--- src/beacon_pkg.sv ---
// Purpose: Shared constants for the beacon message framer
// Assumes: 10 MHz system clock
// Notes:   Field positions count from the last bit sent (bit 0)
package beacon_pkg;
  // Clock and timing
  localparam int CLK_HZ        = 10_000_000;
  localparam int GUARD_US      = 75;
  localparam int GUARD_CYC     = (GUARD_US * (CLK_HZ / 1_000_000));
  localparam int TURN_US       = 500;
  localparam int TURN_CYC_DEF  = TURN_US * (CLK_HZ / 1_000_000);
  localparam int SQ_MIN_MS     = 3800;
  localparam int SQ_MAX_MS     = 4200;
  localparam int SQ_MIN_DEF    = SQ_MIN_MS * (CLK_HZ / 1000);
  localparam int SQ_MAX_DEF    = SQ_MAX_MS * (CLK_HZ / 1000);
  localparam int GUARD_W       = $clog2(GUARD_CYC + 1);
  localparam int TURN_W        = $clog2(TURN_CYC_DEF + 1);
  localparam int SQ_W          = $clog2(SQ_MAX_DEF + 1);
  // Message sizes
  localparam int SHORT_W       = 56;
  localparam int LONG_W        = 112;
  localparam int AP_W          = 24;
  localparam int SHORT_INFO_W  = SHORT_W - AP_W;
  localparam int LONG_INFO_W   = LONG_W - AP_W;
  // Codes
  localparam logic [4:0]  FD_SHORT      = 5'h06;
  localparam logic [4:0]  FD_LONG       = 5'h16;
  localparam logic [2:0]  TYPE_NONE     = 3'h0;
  localparam logic [2:0]  TYPE_SQUITTER = 3'h1;
  localparam logic [2:0]  TYPE_REPLY    = 3'h2;
  localparam logic [2:0]  CONTENT_NONE  = 3'h0;
  localparam logic [2:0]  CONTENT_ACT   = 3'h1;
  localparam logic [2:0]  LEVEL_NONE    = 3'h0;
  localparam logic [23:0] BCAST_ADDR    = 24'hffffff;
  localparam logic [9:0]  RANGE_UNKNOWN = 10'h3ff;
  localparam logic [23:0] PARITY_POLY   = 24'h800063;
  localparam logic [14:0] REPLY_SPARE   = 15'h0000;
  // Interrogation field positions (low bit of each)
  localparam int RX_FD_LO    = 107;
  localparam int RX_CT_LO    = 104;
  localparam int RX_LR_LO    = 101;
  localparam int RX_ID_LO    = 88;
  localparam int RX_ADV_LO   = 74;
  localparam int RX_ALT_LO   = 61;
  localparam int RX_RNG_LO   = 51;
  localparam int RX_ACA_LO   = 27;
  localparam int RX_AP_LO    = 0;
endpackage : beacon_pkg

--- src/parity_if.sv ---
// Purpose: Carries an information field to a parity generator and back
// Assumes: Purely combinational link
// Notes:   One instance per message length
interface parity_if #(parameter int INFO_W = 32);
  logic [INFO_W-1:0] info;
  logic [23:0]       parity;
  modport gen  (input info, output parity);
  modport user (output info, input parity);
endinterface : parity_if

--- src/ap_parity.sv ---
// Purpose: 24 parity check bits over an information field
// Assumes: Information sent most significant bit first
// Notes:   Polynomial is a parameter
module ap_parity #(
  parameter int          INFO_W = 32,
  parameter logic [23:0] POLY   = beacon_pkg::PARITY_POLY
) (
  // Link to user
  parity_if.gen pif
);
  always_comb begin
    logic [23:0] crc;
    logic        fb;
    crc = 24'h000000;
    fb  = 1'b0;
    for (int i = INFO_W - 1; i >= 0; i--) begin
      fb  = pif.info[i] ^ crc[23];
      crc = {crc[22:0], 1'b0};
      if (fb) begin
        crc = crc ^ POLY;
      end
    end
    pif.parity = crc;
  end
endmodule : ap_parity

--- src/jitter_source.sv ---
// Purpose: Pseudo-random offset over 0..SPAN; folded low values come up twice as often
// Assumes: Free-running, advances every clock
// Notes:   Values above SPAN fold back once, which keeps the spread flat enough
module jitter_source #(
  parameter int SPAN = 4_000_000,
  parameter int W    = $clog2(SPAN + 1)
) (
  // Clock and reset
  input  wire logic         clk,
  input  wire logic         rst_n,
  // Offset
  output logic [W-1:0]      offset
);
  typedef struct packed {
    logic [31:0] lfsr;
  } jit_state_t;

  localparam logic [31:0] SEED = 32'h00000001;
  localparam logic [31:0] TAPS = 32'h80200003;
  localparam logic [W-1:0] SPAN_P1 = W'(SPAN + 1);

  jit_state_t st_ff;
  jit_state_t nxt_st;

  always_comb begin
    nxt_st = st_ff;
    nxt_st.lfsr = {1'b0, st_ff.lfsr[31:1]} ^ (st_ff.lfsr[0] ? TAPS : 32'h00000000);
  end

  always_ff @(posedge clk) begin
    if (!rst_n) begin
      st_ff <= '{lfsr: SEED};
    end else begin
      st_ff <= nxt_st;
    end
  end

  always_comb begin
    offset = st_ff.lfsr[W-1:0];
    if (st_ff.lfsr[W-1:0] >= SPAN_P1) begin
      offset = st_ff.lfsr[W-1:0] - SPAN_P1;
    end
  end
endmodule : jitter_source

--- src/beacon_message_framer.sv ---
// Purpose: Builds squitters and replies, decodes interrogations, schedules transmissions
// Assumes: Received message and sync mark come from on-clock signal processing
// Notes:   Pre-trigger is a pin and is synchronised
// Operation
// - Every outgoing message starts with format descriptor 6.
// - Message type is 1 for squitter, 2 for reply.
// - Squitter carries own 24-bit station address.
// - Squitter trailer is all-ones address over 24 parity bits.
// - Reply level command: zero for ranging reply, else 1 to 7.
// - Reply carries 6-bit range threshold in 16 us units.
// - Reply trailer is aircraft address over 24 parity bits.
// - Content type 0 means no data, 1 active data; others unassigned.
// - Identity, displayed advisory and altitude fields are extracted.
// - Range estimate is 10 bits in 2 us units.
// - All-ones range estimate gets a zero level command.
// - Reply goes to the interrogation's aircraft address.
// - Pre-trigger opens a 75 us guard with no transmission starts.
// - Squitter intervals uniform between 3.8 and 4.2 seconds; the folded jitter makes the shortest intervals twice as likely.
// - Squitter due in guard is sent after guard ends.
// - Reply start exactly 500 us after interrogation sync mark.
// - Reply due inside guard is cancelled.
// - One system clock times everything.
// - Parity-decoded address not ours: discard, no reply.
// - Prepared message released when its scheduled time is reached.
// - Format descriptor first and address/parity field last in every message.
module beacon_message_framer #(
  parameter int TURN_CYC = beacon_pkg::TURN_CYC_DEF,
  parameter int SQ_MIN   = beacon_pkg::SQ_MIN_DEF,
  parameter int SQ_MAX   = beacon_pkg::SQ_MAX_DEF,
  parameter int SLOTS    = 2
) (
  // Clock and reset
  input  wire logic                              clk,
  input  wire logic                              rst_n,
  // Station configuration
  input  wire logic [23:0]                       station_address,
  input  wire logic [2:0]                        level_command,
  input  wire logic [5:0]                        range_threshold,
  // Radar pre-trigger pin
  input  wire logic                              pretrigger_pin,
  // Received interrogations
  input  wire logic                              rx_sync_mark,
  input  wire logic                              rx_valid,
  input  wire logic [beacon_pkg::LONG_W-1:0]     rx_msg,
  // Decoded fields
  output logic                                   rx_fields_valid,
  output logic                                   rx_discard,
  output logic [2:0]                             level_report,
  output logic [12:0]                            identity_code_field,
  output logic [13:0]                            displayed_advisory,
  output logic [12:0]                            altitude_code,
  output logic [9:0]                             range_estimate,
  output logic [23:0]                            aircraft_address,
  // Transmit control
  output logic                                   tx_start,
  output logic                                   tx_is_reply,
  output logic [beacon_pkg::SHORT_W-1:0]         tx_msg,
  output logic                                   reply_cancel,
  output logic                                   guard_active
);
  localparam int SPAN  = SQ_MAX - SQ_MIN;
  localparam int JIT_W = $clog2(SPAN + 1);
  localparam int SW    = (SLOTS > 1) ? $clog2(SLOTS) : 1;
  localparam logic [beacon_pkg::GUARD_W-1:0] GUARD_LOAD = beacon_pkg::GUARD_W'(beacon_pkg::GUARD_CYC);
  localparam logic [beacon_pkg::TURN_W-1:0]  TURN_LOAD  = beacon_pkg::TURN_W'(TURN_CYC - 1);
  localparam logic [beacon_pkg::TURN_W-1:0]  TURN_ONE   = beacon_pkg::TURN_W'(1);
  localparam logic [beacon_pkg::SQ_W-1:0]    SQ_ONE     = beacon_pkg::SQ_W'(1);

  typedef struct packed {
    logic                         active;
    logic                         have_msg;
    logic [beacon_pkg::TURN_W-1:0] cnt;
    logic [23:0]                  dest;
    logic [2:0]                   level;
  } slot_t;

  typedef struct packed {
    logic                          pt_s1;
    logic                          pt_s2;
    logic                          pt_s3;
    logic [beacon_pkg::GUARD_W-1:0] guard_cnt;
    logic                          guard_on;
    logic [beacon_pkg::SQ_W-1:0]    sq_cnt;
    logic                          sq_pend;
    slot_t [SLOTS-1:0]             slot;
    logic                          rx_fields_valid;
    logic                          rx_discard;
    logic [2:0]                    level_report;
    logic [12:0]                   identity;
    logic [13:0]                   advisory;
    logic [12:0]                   altitude;
    logic [9:0]                    range_est;
    logic [23:0]                   aircraft;
    logic                          tx_start;
    logic                          tx_is_reply;
    logic [beacon_pkg::SHORT_W-1:0] tx_msg;
    logic                          reply_cancel;
  } framer_state_t;

  framer_state_t st_ff;
  framer_state_t nxt_st;

  logic [JIT_W-1:0] jitter;
  logic             fire_any;
  logic [SW-1:0]    fire_idx;
  logic             guard_now;
  logic             pt_rise;
  logic [23:0]      rx_ap_addr;
  logic             rx_ok;

  parity_if #(.INFO_W(beacon_pkg::SHORT_INFO_W)) tx_par ();
  parity_if #(.INFO_W(beacon_pkg::LONG_INFO_W))  rx_par ();

  ap_parity #(.INFO_W(beacon_pkg::SHORT_INFO_W), .POLY(beacon_pkg::PARITY_POLY)) u_tx_parity (
    .pif (tx_par)
  );

  ap_parity #(.INFO_W(beacon_pkg::LONG_INFO_W), .POLY(beacon_pkg::PARITY_POLY)) u_rx_parity (
    .pif (rx_par)
  );

  jitter_source #(.SPAN(SPAN), .W(JIT_W)) u_jitter (
    .clk    (clk),
    .rst_n  (rst_n),
    .offset (jitter)
  );

  // Guard window starts on the synchronised pre-trigger edge
  assign pt_rise   = st_ff.pt_s2 & ~st_ff.pt_s3;
  assign guard_now = pt_rise | (st_ff.guard_cnt != '0);

  // Interrogation check: parity stripped from the trailer must leave our address
  assign rx_par.info = rx_msg[beacon_pkg::LONG_W-1:beacon_pkg::AP_W];
  assign rx_ap_addr  = rx_msg[beacon_pkg::RX_AP_LO +: beacon_pkg::AP_W] ^ rx_par.parity;
  assign rx_ok = (rx_msg[beacon_pkg::RX_FD_LO +: 5] == beacon_pkg::FD_LONG)
               & (rx_msg[beacon_pkg::RX_CT_LO +: 3] == beacon_pkg::CONTENT_ACT)
               & (rx_ap_addr == station_address);

  // Oldest slot whose turnaround ends this cycle with a message ready
  always_comb begin
    fire_any = 1'b0;
    fire_idx = '0;
    for (int i = SLOTS - 1; i >= 0; i--) begin
      if (st_ff.slot[i].active && st_ff.slot[i].have_msg && st_ff.slot[i].cnt == TURN_ONE) begin
        fire_any = 1'b1;
        fire_idx = SW'(i);
      end
    end
  end

  // Info field of the next transmission, reply or squitter
  always_comb begin
    if (fire_any) begin
      tx_par.info = {beacon_pkg::FD_SHORT, beacon_pkg::TYPE_REPLY,
                     st_ff.slot[fire_idx].level, range_threshold,
                     beacon_pkg::REPLY_SPARE};
    end else begin
      tx_par.info = {beacon_pkg::FD_SHORT, beacon_pkg::TYPE_SQUITTER, station_address};
    end
  end

  always_comb begin
    logic placed;
    logic alloc;
    placed = 1'b0;
    alloc  = 1'b0;
    nxt_st = st_ff;
    nxt_st.pt_s1 = pretrigger_pin;
    nxt_st.pt_s2 = st_ff.pt_s1;
    nxt_st.pt_s3 = st_ff.pt_s2;
    nxt_st.rx_fields_valid = 1'b0;
    nxt_st.rx_discard      = 1'b0;
    nxt_st.tx_start        = 1'b0;
    nxt_st.reply_cancel    = 1'b0;

    if (pt_rise) begin
      nxt_st.guard_cnt = GUARD_LOAD;
    end else if (st_ff.guard_cnt != '0) begin
      nxt_st.guard_cnt = st_ff.guard_cnt - 1'b1;
    end
    // Registered copy keeps the guard output straight from a flop
    nxt_st.guard_on = (nxt_st.guard_cnt != '0);

    // Reply turnaround timers, one per slot
    for (int i = 0; i < SLOTS; i++) begin
      if (st_ff.slot[i].active) begin
        nxt_st.slot[i].cnt = st_ff.slot[i].cnt - 1'b1;
        if (st_ff.slot[i].cnt == TURN_ONE) begin
          nxt_st.slot[i].active = 1'b0;
          if (!st_ff.slot[i].have_msg) begin
            nxt_st.reply_cancel = 1'b1;
          end else if (fire_any && fire_idx == SW'(i)) begin
            if (guard_now) begin
              nxt_st.reply_cancel = 1'b1;
            end else begin
              nxt_st.tx_start    = 1'b1;
              nxt_st.tx_is_reply = 1'b1;
              nxt_st.tx_msg      = {tx_par.info, tx_par.parity ^ st_ff.slot[i].dest};
            end
          end else begin
            nxt_st.reply_cancel = 1'b1;
          end
        end
      end
    end

    // Squitter scheduling with jittered reload
    if (st_ff.sq_cnt == SQ_ONE) begin
      nxt_st.sq_cnt  = beacon_pkg::SQ_W'(SQ_MIN) + beacon_pkg::SQ_W'(jitter);
      nxt_st.sq_pend = 1'b1;
    end else begin
      nxt_st.sq_cnt = st_ff.sq_cnt - 1'b1;
    end
    if (st_ff.sq_pend && !guard_now && !fire_any) begin
      nxt_st.sq_pend     = (st_ff.sq_cnt == SQ_ONE);
      nxt_st.tx_start    = 1'b1;
      nxt_st.tx_is_reply = 1'b0;
      nxt_st.tx_msg      = {tx_par.info, tx_par.parity ^ beacon_pkg::BCAST_ADDR};
    end

    // Received interrogation joins the lowest-numbered slot still waiting for content
    if (rx_valid) begin
      for (int i = 0; i < SLOTS; i++) begin
        if (!placed && nxt_st.slot[i].active && !nxt_st.slot[i].have_msg) begin
          placed = 1'b1;
          if (rx_ok) begin
            nxt_st.slot[i].have_msg = 1'b1;
            nxt_st.slot[i].dest     = rx_msg[beacon_pkg::RX_ACA_LO +: 24];
            if (rx_msg[beacon_pkg::RX_RNG_LO +: 10] == beacon_pkg::RANGE_UNKNOWN) begin
              nxt_st.slot[i].level = beacon_pkg::LEVEL_NONE;
            end else begin
              nxt_st.slot[i].level = level_command;
            end
          end else begin
            nxt_st.slot[i].active = 1'b0;
          end
        end
      end
      if (rx_ok && placed) begin
        nxt_st.rx_fields_valid = 1'b1;
        nxt_st.level_report    = rx_msg[beacon_pkg::RX_LR_LO +: 3];
        nxt_st.identity        = rx_msg[beacon_pkg::RX_ID_LO +: 13];
        nxt_st.advisory        = rx_msg[beacon_pkg::RX_ADV_LO +: 14];
        nxt_st.altitude        = rx_msg[beacon_pkg::RX_ALT_LO +: 13];
        nxt_st.range_est       = rx_msg[beacon_pkg::RX_RNG_LO +: 10];
        nxt_st.aircraft        = rx_msg[beacon_pkg::RX_ACA_LO +: 24];
      end else begin
        nxt_st.rx_discard = 1'b1;
      end
    end

    // Sync mark starts a fresh turnaround in the lowest free slot
    if (rx_sync_mark) begin
      for (int i = 0; i < SLOTS; i++) begin
        if (!alloc && !nxt_st.slot[i].active) begin
          alloc = 1'b1;
          nxt_st.slot[i].active   = 1'b1;
          nxt_st.slot[i].have_msg = 1'b0;
          nxt_st.slot[i].cnt      = TURN_LOAD;
        end
      end
    end
  end

  always_ff @(posedge clk) begin
    if (!rst_n) begin
      st_ff <= '0;
      st_ff.sq_cnt <= beacon_pkg::SQ_W'(SQ_MIN);
    end else begin
      st_ff <= nxt_st;
    end
  end

  assign rx_fields_valid     = st_ff.rx_fields_valid;
  assign rx_discard          = st_ff.rx_discard;
  assign level_report        = st_ff.level_report;
  assign identity_code_field = st_ff.identity;
  assign displayed_advisory  = st_ff.advisory;
  assign altitude_code       = st_ff.altitude;
  assign range_estimate      = st_ff.range_est;
  assign aircraft_address    = st_ff.aircraft;
  assign tx_start            = st_ff.tx_start;
  assign tx_is_reply         = st_ff.tx_is_reply;
  assign tx_msg              = st_ff.tx_msg;
  assign reply_cancel        = st_ff.reply_cancel;
  assign guard_active        = st_ff.guard_on;
endmodule : beacon_message_framer

--- config.mk ---
export PLATFORM = sky130hd
export DESIGN_NAME = beacon_message_framer
export DESIGN_NICKNAME = d
export VERILOG_FILES = /design/src/beacon_pkg.sv /design/src/parity_if.sv /design/src/ap_parity.sv /design/src/jitter_source.sv /design/src/beacon_message_framer.sv
export SDC_FILE = /design/constraint.sdc
export NUM_CORES = 1
export LEC_CHECK = 0
export ABC_AREA = 1
export BUFFER_PORTS_ARGS = -buffer_cell sky130_fd_sc_hd__buf_2
export CORE_MARGIN = 2
export CORE_UTILIZATION = 35
export DETAILED_ROUTE_END_ITERATION = 7
export GPL_ROUTABILITY_DRIVEN = 1
export SKIP_CTS_REPAIR_TIMING = 1
export SYNTH_ARGS = -nofsm -noshare
export SYNTH_HDL_FRONTEND = slang
export SYNTH_SLANG_ARGS = --single-unit
--- constraint.sdc ---
create_clock -name clk -period 7 [get_ports clk]
set_input_delay 1.05 -clock clk [delete_from_list [all_inputs] [get_ports clk]]
set_output_delay 1.05 -clock clk [all_outputs]
set_load 0.05 [all_outputs]
# == Yosys cells after proc, flatten, opt, wreduce, memory -nomap -nowiden ==
# Index checks and enable logic that the tools add are counted.
# word_totals
ff_bits,295
latchBits,0
ram_bits,0
mem_bits_ro,0
in_bits,150
output_inout_bits,139
word_cells,498
memories,0
# classes
addsub,6
mul,0
n_div,0
magnitude_cmp,2
n_eq_ne,7
n_shift,0
muxes,177
bitwise,248
reduce_logical,28
# ops
op,n
24-bit 2-to-1 mux,120
5-bit inverter,118
58-bit 2-to-1 mux,7
59-bit 2-to-1 mux,4
1-bit bitwise XOR,113
24-bit bitwise XOR,3
26-bit 2-to-1 mux,2
15-bit 2-to-1 mux,3
32-bit 2-to-1 mux,1
31-bit by 32-bit bitwise XOR with 32-bit output,1
1-bit 2-to-1 mux,27
26-bit by 22-bit adder with 26-bit output (first input constant),1
13-bit by 1-bit == test with 1-bit output (second input constant),2
26-bit by 1-bit == test with 1-bit output (second input constant),1
13-bit 2-to-1 mux,2
13-bit by 1-bit subtractor with 13-bit output (second input constant),2
26-bit by 1-bit subtractor with 26-bit output (second input constant),1
24-bit == test,1
24-bit inverter,1
22-bit greater-or-equal comparator (second input constant),1
22-bit 2-to-1 mux,1
22-bit subtractor (second input constant),1
10-bit 2-to-1 mux,2
10-bit nonzero test,2
18 further kinds,51

# == Depth between registers and ports, before layout ==
# logic_depth
depth_word,187
mapped_depth,40

# == Modules after synthesis ==
# Synthesis repeated with hierarchy kept, for this count alone.
# hier_totals
cells_unflattened,3386
area_unflattened_um2,21428.1
# by_module_without_submodules
mod,instances,cells_per_inst,area_each_um2
beacon_message_framer,1,2114,14493.9
ap_parity at u_rx_parity,1,716,3721.1
jitter_source,1,300,1948.1
ap_parity at u_tx_parity,1,256,1265.0

# == Least setup slack after synthesis ==
# Ideal clock, no wire load.
# synth_path
kind,input port to flip-flop
from,in rx_msg[96] in the netlist's numbering
to,"reg st_ff, in the netlist identity_code_field[8]"
t_arrival_ns,4.023
required_ns,6.887
path_slack_ns,2.864
path_stages,37
path_buffers,3
cell_sequence,buf_2 inv_1 nand2_1 nand3b_1 nand2_1 nand2_1 nand2_1 nand2_1 nand2_1 inv_2 nand2_1 nand2_1 nand2_1 nand2_1 nand3_1 nand2_1 nand3b_1 nand2_1 nand2_1 nand2_1 nand2_1 nand2_1 nand2_1 nand2_1 nand2_2 nand2_2 nand2_1 nand2_1 nand3_2 nor2_4 nand2_2 nor2_4 inv_2 buf_6 buf_6 nor2_1 nor2_1
# synth_via
elab_chain_cells,151
# synth_rtl
item,line_no,rtl
"start, declared",beacon_message_framer.sv:44,"input wire logic [beacon_pkg::LONG_W-1:0] rx_msg,"
1-bit bitwise XOR,ap_parity.sv:17,fb = pif.info[i] ^ crc[23];
24-bit 2-to-1 mux,ap_parity.sv:19,if (fb) begin
1-bit bitwise XOR,ap_parity.sv:17,
24-bit 2-to-1 mux,ap_parity.sv:19,
1-bit bitwise XOR,ap_parity.sv:17,
24-bit 2-to-1 mux,ap_parity.sv:19,
1-bit bitwise XOR,ap_parity.sv:17,
24-bit 2-to-1 mux,ap_parity.sv:19,
(+135 left out),-,
24-bit 2-to-1 mux,ap_parity.sv:19,
1-bit bitwise XOR / 5-bit inverter (equally long branches),-,
24-bit 2-to-1 mux,ap_parity.sv:19,
24-bit bitwise XOR,beacon_message_framer.sv:134,assign rx_ap_addr = rx_msg[beacon_pkg::RX_AP_LO +: beacon_pkg::AP_W] ^ rx_par.parity;
24-bit == test,beacon_message_framer.sv:137,& (rx_ap_addr == station_address);
1-bit bitwise AND,beacon_message_framer.sv:137,
1-bit logical AND,beacon_message_framer.sv:239,if (rx_ok && placed) begin
2-bit AND reduction (no line),-,
"end signal, assigned",beacon_message_framer.sv:270,st_ff <= nxt_st;
"end, declared",beacon_message_framer.sv:100,framer_state_t st_ff;
# Several ways; a longest one is shown, not always the timed one.
# A chain may end at the register's enable or synchronous reset.

# == Worst setup path after layout ==
# layout_path
from,in rx_msg[110] in the netlist's numbering
to,"reg st_ff, in the netlist altitude_code[12]"
# layout_via
elab_chain_cells,179
# layout_rtl
item,line_no
1-bit bitwise XOR,ap_parity.sv:17
24-bit 2-to-1 mux,ap_parity.sv:19
1-bit bitwise XOR,ap_parity.sv:17
24-bit 2-to-1 mux,ap_parity.sv:19
1-bit bitwise XOR,ap_parity.sv:17
24-bit 2-to-1 mux,ap_parity.sv:19
1-bit bitwise XOR,ap_parity.sv:17
24-bit 2-to-1 mux,ap_parity.sv:19
(+163 left out),-
24-bit 2-to-1 mux,ap_parity.sv:19
1-bit bitwise XOR / 5-bit inverter (equally long branches),-
24-bit 2-to-1 mux,ap_parity.sv:19
24-bit bitwise XOR,beacon_message_framer.sv:134
24-bit == test,beacon_message_framer.sv:137
1-bit bitwise AND *,beacon_message_framer.sv:137
1-bit logical AND *,beacon_message_framer.sv:239
2-bit AND reduction (no line) *,-
# Mark *: on every way between the ends. The rest lies on a longest branch, timed or not.

==> impl_metrics.yaml <==
run_status:
  status: "finished clean"
setup_path:
  cp-end-kind: "flop"
  start_kind: "input port"
  critPathRequiredTime_ns: 7.49
  arrival_ns: 5.55
  worstSetupPathType: "input port to flop"
  path_buf_inv: 4
  rr_worst_depth: 28
  cp.depth: 28
  path_delay_family: "simple AND/OR/NAND/NOR gates"
  slowest_delay_ns: 0.64
  cp_slowest_cell: "buf_4"
  cp_max_fo: 77
  cpMostUsedCell: "nand2_1"
global_routing:
  grt_max_degree: 94
  grt_pass1_wl_mm: 106
  antenna_found_initial: 5
  grt_pass1_vias: 18170
  grt_use_total_pct: 23.7
  gr-total-overflow: 0
pwr:
  peakVddDrop_mv: 0.153
  p_per_area_mw_per_mm2: 249
  leakage_nw: 11.7
  power_mw: 5.52
detailed_routing:
  detail-route-antenna-nets: 0
  dr.pass1.iters: 5
  drc: 0
  wl_per_cell_microns: 17.0
  vias_per_cell: 4.87
  routed_wirelength_mm: 70.0
  vias: 20107
  drt_iter0_drc: 1642
sta:
  fin_crit_sh_pct: 72.2
  tightestPinTransition_ns: 1.19
  slew_headroom_pct: 19.8
  finalSetupViolCount: 0
  drv_slew: 0
  fmax_ghz: 0.198
  finalSetupTns_ns: 0
  rsz0062_at_grt: "no"
  hold_viol_final: 0
  skew_ns: 0.0201
  min_period_ns: 5.06
synthesis:
  synth_edf_count: 0
  synth_area_leader_cell: "dfxtp_1"
  postSynth.asyncResetShare_pct: 0
  synth_seq_cells: 295
  synth_top_cell_area_share_pct: 30.0
  postSynthCellCount: 3211
  synth_cell_types: 48
  synth_flop_cell: "dfxtp_1"
  netlist_area_sq_mm: 0.0197
  ys_warn_count: 0
  netlist_top_cells_area: "dfxtp_1, nand2_1, nor2_1, inv_1, nand3_1"
  syn-num-nets: 3371
  avgSynthCellArea_sq_um: 6.14
  ys_seq_area_share_pct: 30.0
final_layout:
  nFillCells: 6062
  area_growth_syn_to_layout_pct: 12.4
  regArea_sq_mm: 0.00591
  drive_above_1_share_pct: 12.8
  nets: 3505
  multi_input_area_sq_mm: 0.0109
die:
  die_y_microns: 241
  core_sq_mm: 0.0554
  die_area_sq_mm: 0.0582
  die_x_microns: 241
  rows: 86
  start_util_pct: 35.6
  io_pins: 289
min_path:
  hold_depth: 2
  hp-class: "flop to flop"
placement:
  gp_congestion: 0.964
  dp_hpwl_mm: 54.8
  io_buffers: 288
clock_network:
  htreeDepth: 2
  cts_tree: "yes"
  clockRootBuffer: "clkbuf_16"
  worstSkewPairLatency_ns: 0.56
  clk_path_buf_depth: 3
  numCtsBuffers: 38
  cts.clk_slew.worst_paths_ns: 0.06
  cts.sinks: 295
flow_run:
  cap_viol_max_count: 0
-- cells in the mapped netlist (15+ instances only) --
| library cell | instances |
|---|---|
| xnor2_1 | 34 |
| nor2_1 | 396 |
| nand3_1 | 238 |
| o21ai_1 | 31 |
| inv_1 | 395 |
| o211ai_1 | 21 |
| o21ai_0 | 160 |
| inv_2 | 26 |
| a21oi_1 | 122 |
| clkbuf_1 | 51 |
| buf_4 | 138 |
| nand2_2 | 15 |
| nand3b_1 | 28 |
| nand4_1 | 25 |
| nor3_1 | 29 |
| a211oi_1 | 26 |
| a31oi_1 | 18 |
| xor2_1 | 108 |
| dfxtp_1 | 295 |
| nor4_1 | 17 |
| nand2_1 | 932 |
-- registers in the layout, summed over array words and instances, names as in the netlist --
| register | cells |
|---|---|
| nxt_st | 2 |
| st_ff | 122 |
| tx_msg | 56 |
| u_jitter.st_ff | 32 |
| range_estimate | 10 |
| identity_code_field | 13 |
| rx_fields_valid | 1 |
| guard_active | 1 |
| rx_discard | 1 |
| reply_cancel | 1 |
| aircraft_address | 24 |
| altitude_code | 13 |
| displayed_advisory | 14 |
| level_report | 3 |
| tx_start | 1 |
| tx_is_reply | 1 |
-- stage by stage --
step	utilization, %	std cells	setup slack, ns	hold slack, ns	instance area [sq um]
finish	40.0	4127	1.94	0.410	22200
CTS	40.0	4122	2.03	0.413	22100
global placement	37.7	4053	1.47	0.392	20900
floorplan	-	3211	2.86	0.390	19700
global route	40.0	4127	1.45	0.430	22200
detailed placement	37.7	4053	1.46	0.399	20900
-- cell families (layout without fill, tap and decap cells) --
family / count (synthesis) / after routing / synth area share (%)
XOR/XNOR: 148 / 148 / 6.80
flip-flops: 295 / 295 / 30.0
buffers and inverters: 636 / 799 / 14.9
adder cells (fa/ha/maj): 10 / 10 / 0.635
AO/OA/AOI/OAI: 417 / 417 / 11.8
other: 0 / 5 / 0
AND/OR/NAND/NOR: 1705 / 1705 / 35.9
-- path summary, 6_finish.rpt --
path | start | end | slack (ns)
worst max-delay path | rx_msg[110] | altitude_code[12] | 1.94
worst min-delay path | u_jitter.st_ff[30] | u_jitter.st_ff[29] | 0.41
worst max register to register | st_ff[217] | tx_msg[6] | 2.03
worst min register to register | u_jitter.st_ff[30] | u_jitter.st_ff[29] | 0.41
-- power breakdown --
| part | switching (mW) | internal [mW] |
|---|---|---|
| sequential | 0.0501 | 1.74 |
| clock | 0.809 | 1.20 |
| combinational | 1.19 | 0.538 |
| total | 2.05 | 3.47 |
-- worst reg2reg max path, delay by kind of cell, from the launching register on --
family	cells	cell delay (ns)
and+or+nand+nor	21	2.96
AOI/OAI and AO/OA	1	0.14
buffers and inverters	5	0.98
xor gates and xnor gates	1	0.49
DFF	1	0.33
-- per-layer routing --
metal / share of wire [%] / vias to the layer above / global-route usage [%]
met5: 0 / - / 0
met4: 3.2 / 0 / 8.12
met3: 7.3 / 111 / 4.17
met2: 43 / 605 / 37.7
met1: 47 / 9081 / 32.4
li1: - / 10310 / -
-- layout make-up --
type	instances	area share [%]
Clock inverter	16	0.678
Clock buffer	53	5.06
Sequential cell	295	26.7
Tap cell	748	4.22
Multi-Input combinational cell	2280	49.0
Inverter	425	7.20
Timing Repair Buffer	305	7.09
Antenna cell	5	0.0565
-- layout by cell type, fill, tap and decap left out, types with 31 or more instances in the layout --
cell         n
dfxtp_1    295
inv_1      395
o21ai_0    160
nand3_1    238
xnor2_1     34
nor2_1     395
xor2_1     108
buf_2      287
clkbuf_16   41
o21ai_1     31
nand2_1    932
a21oi_1    122
(Power assumes the default switching activity.)
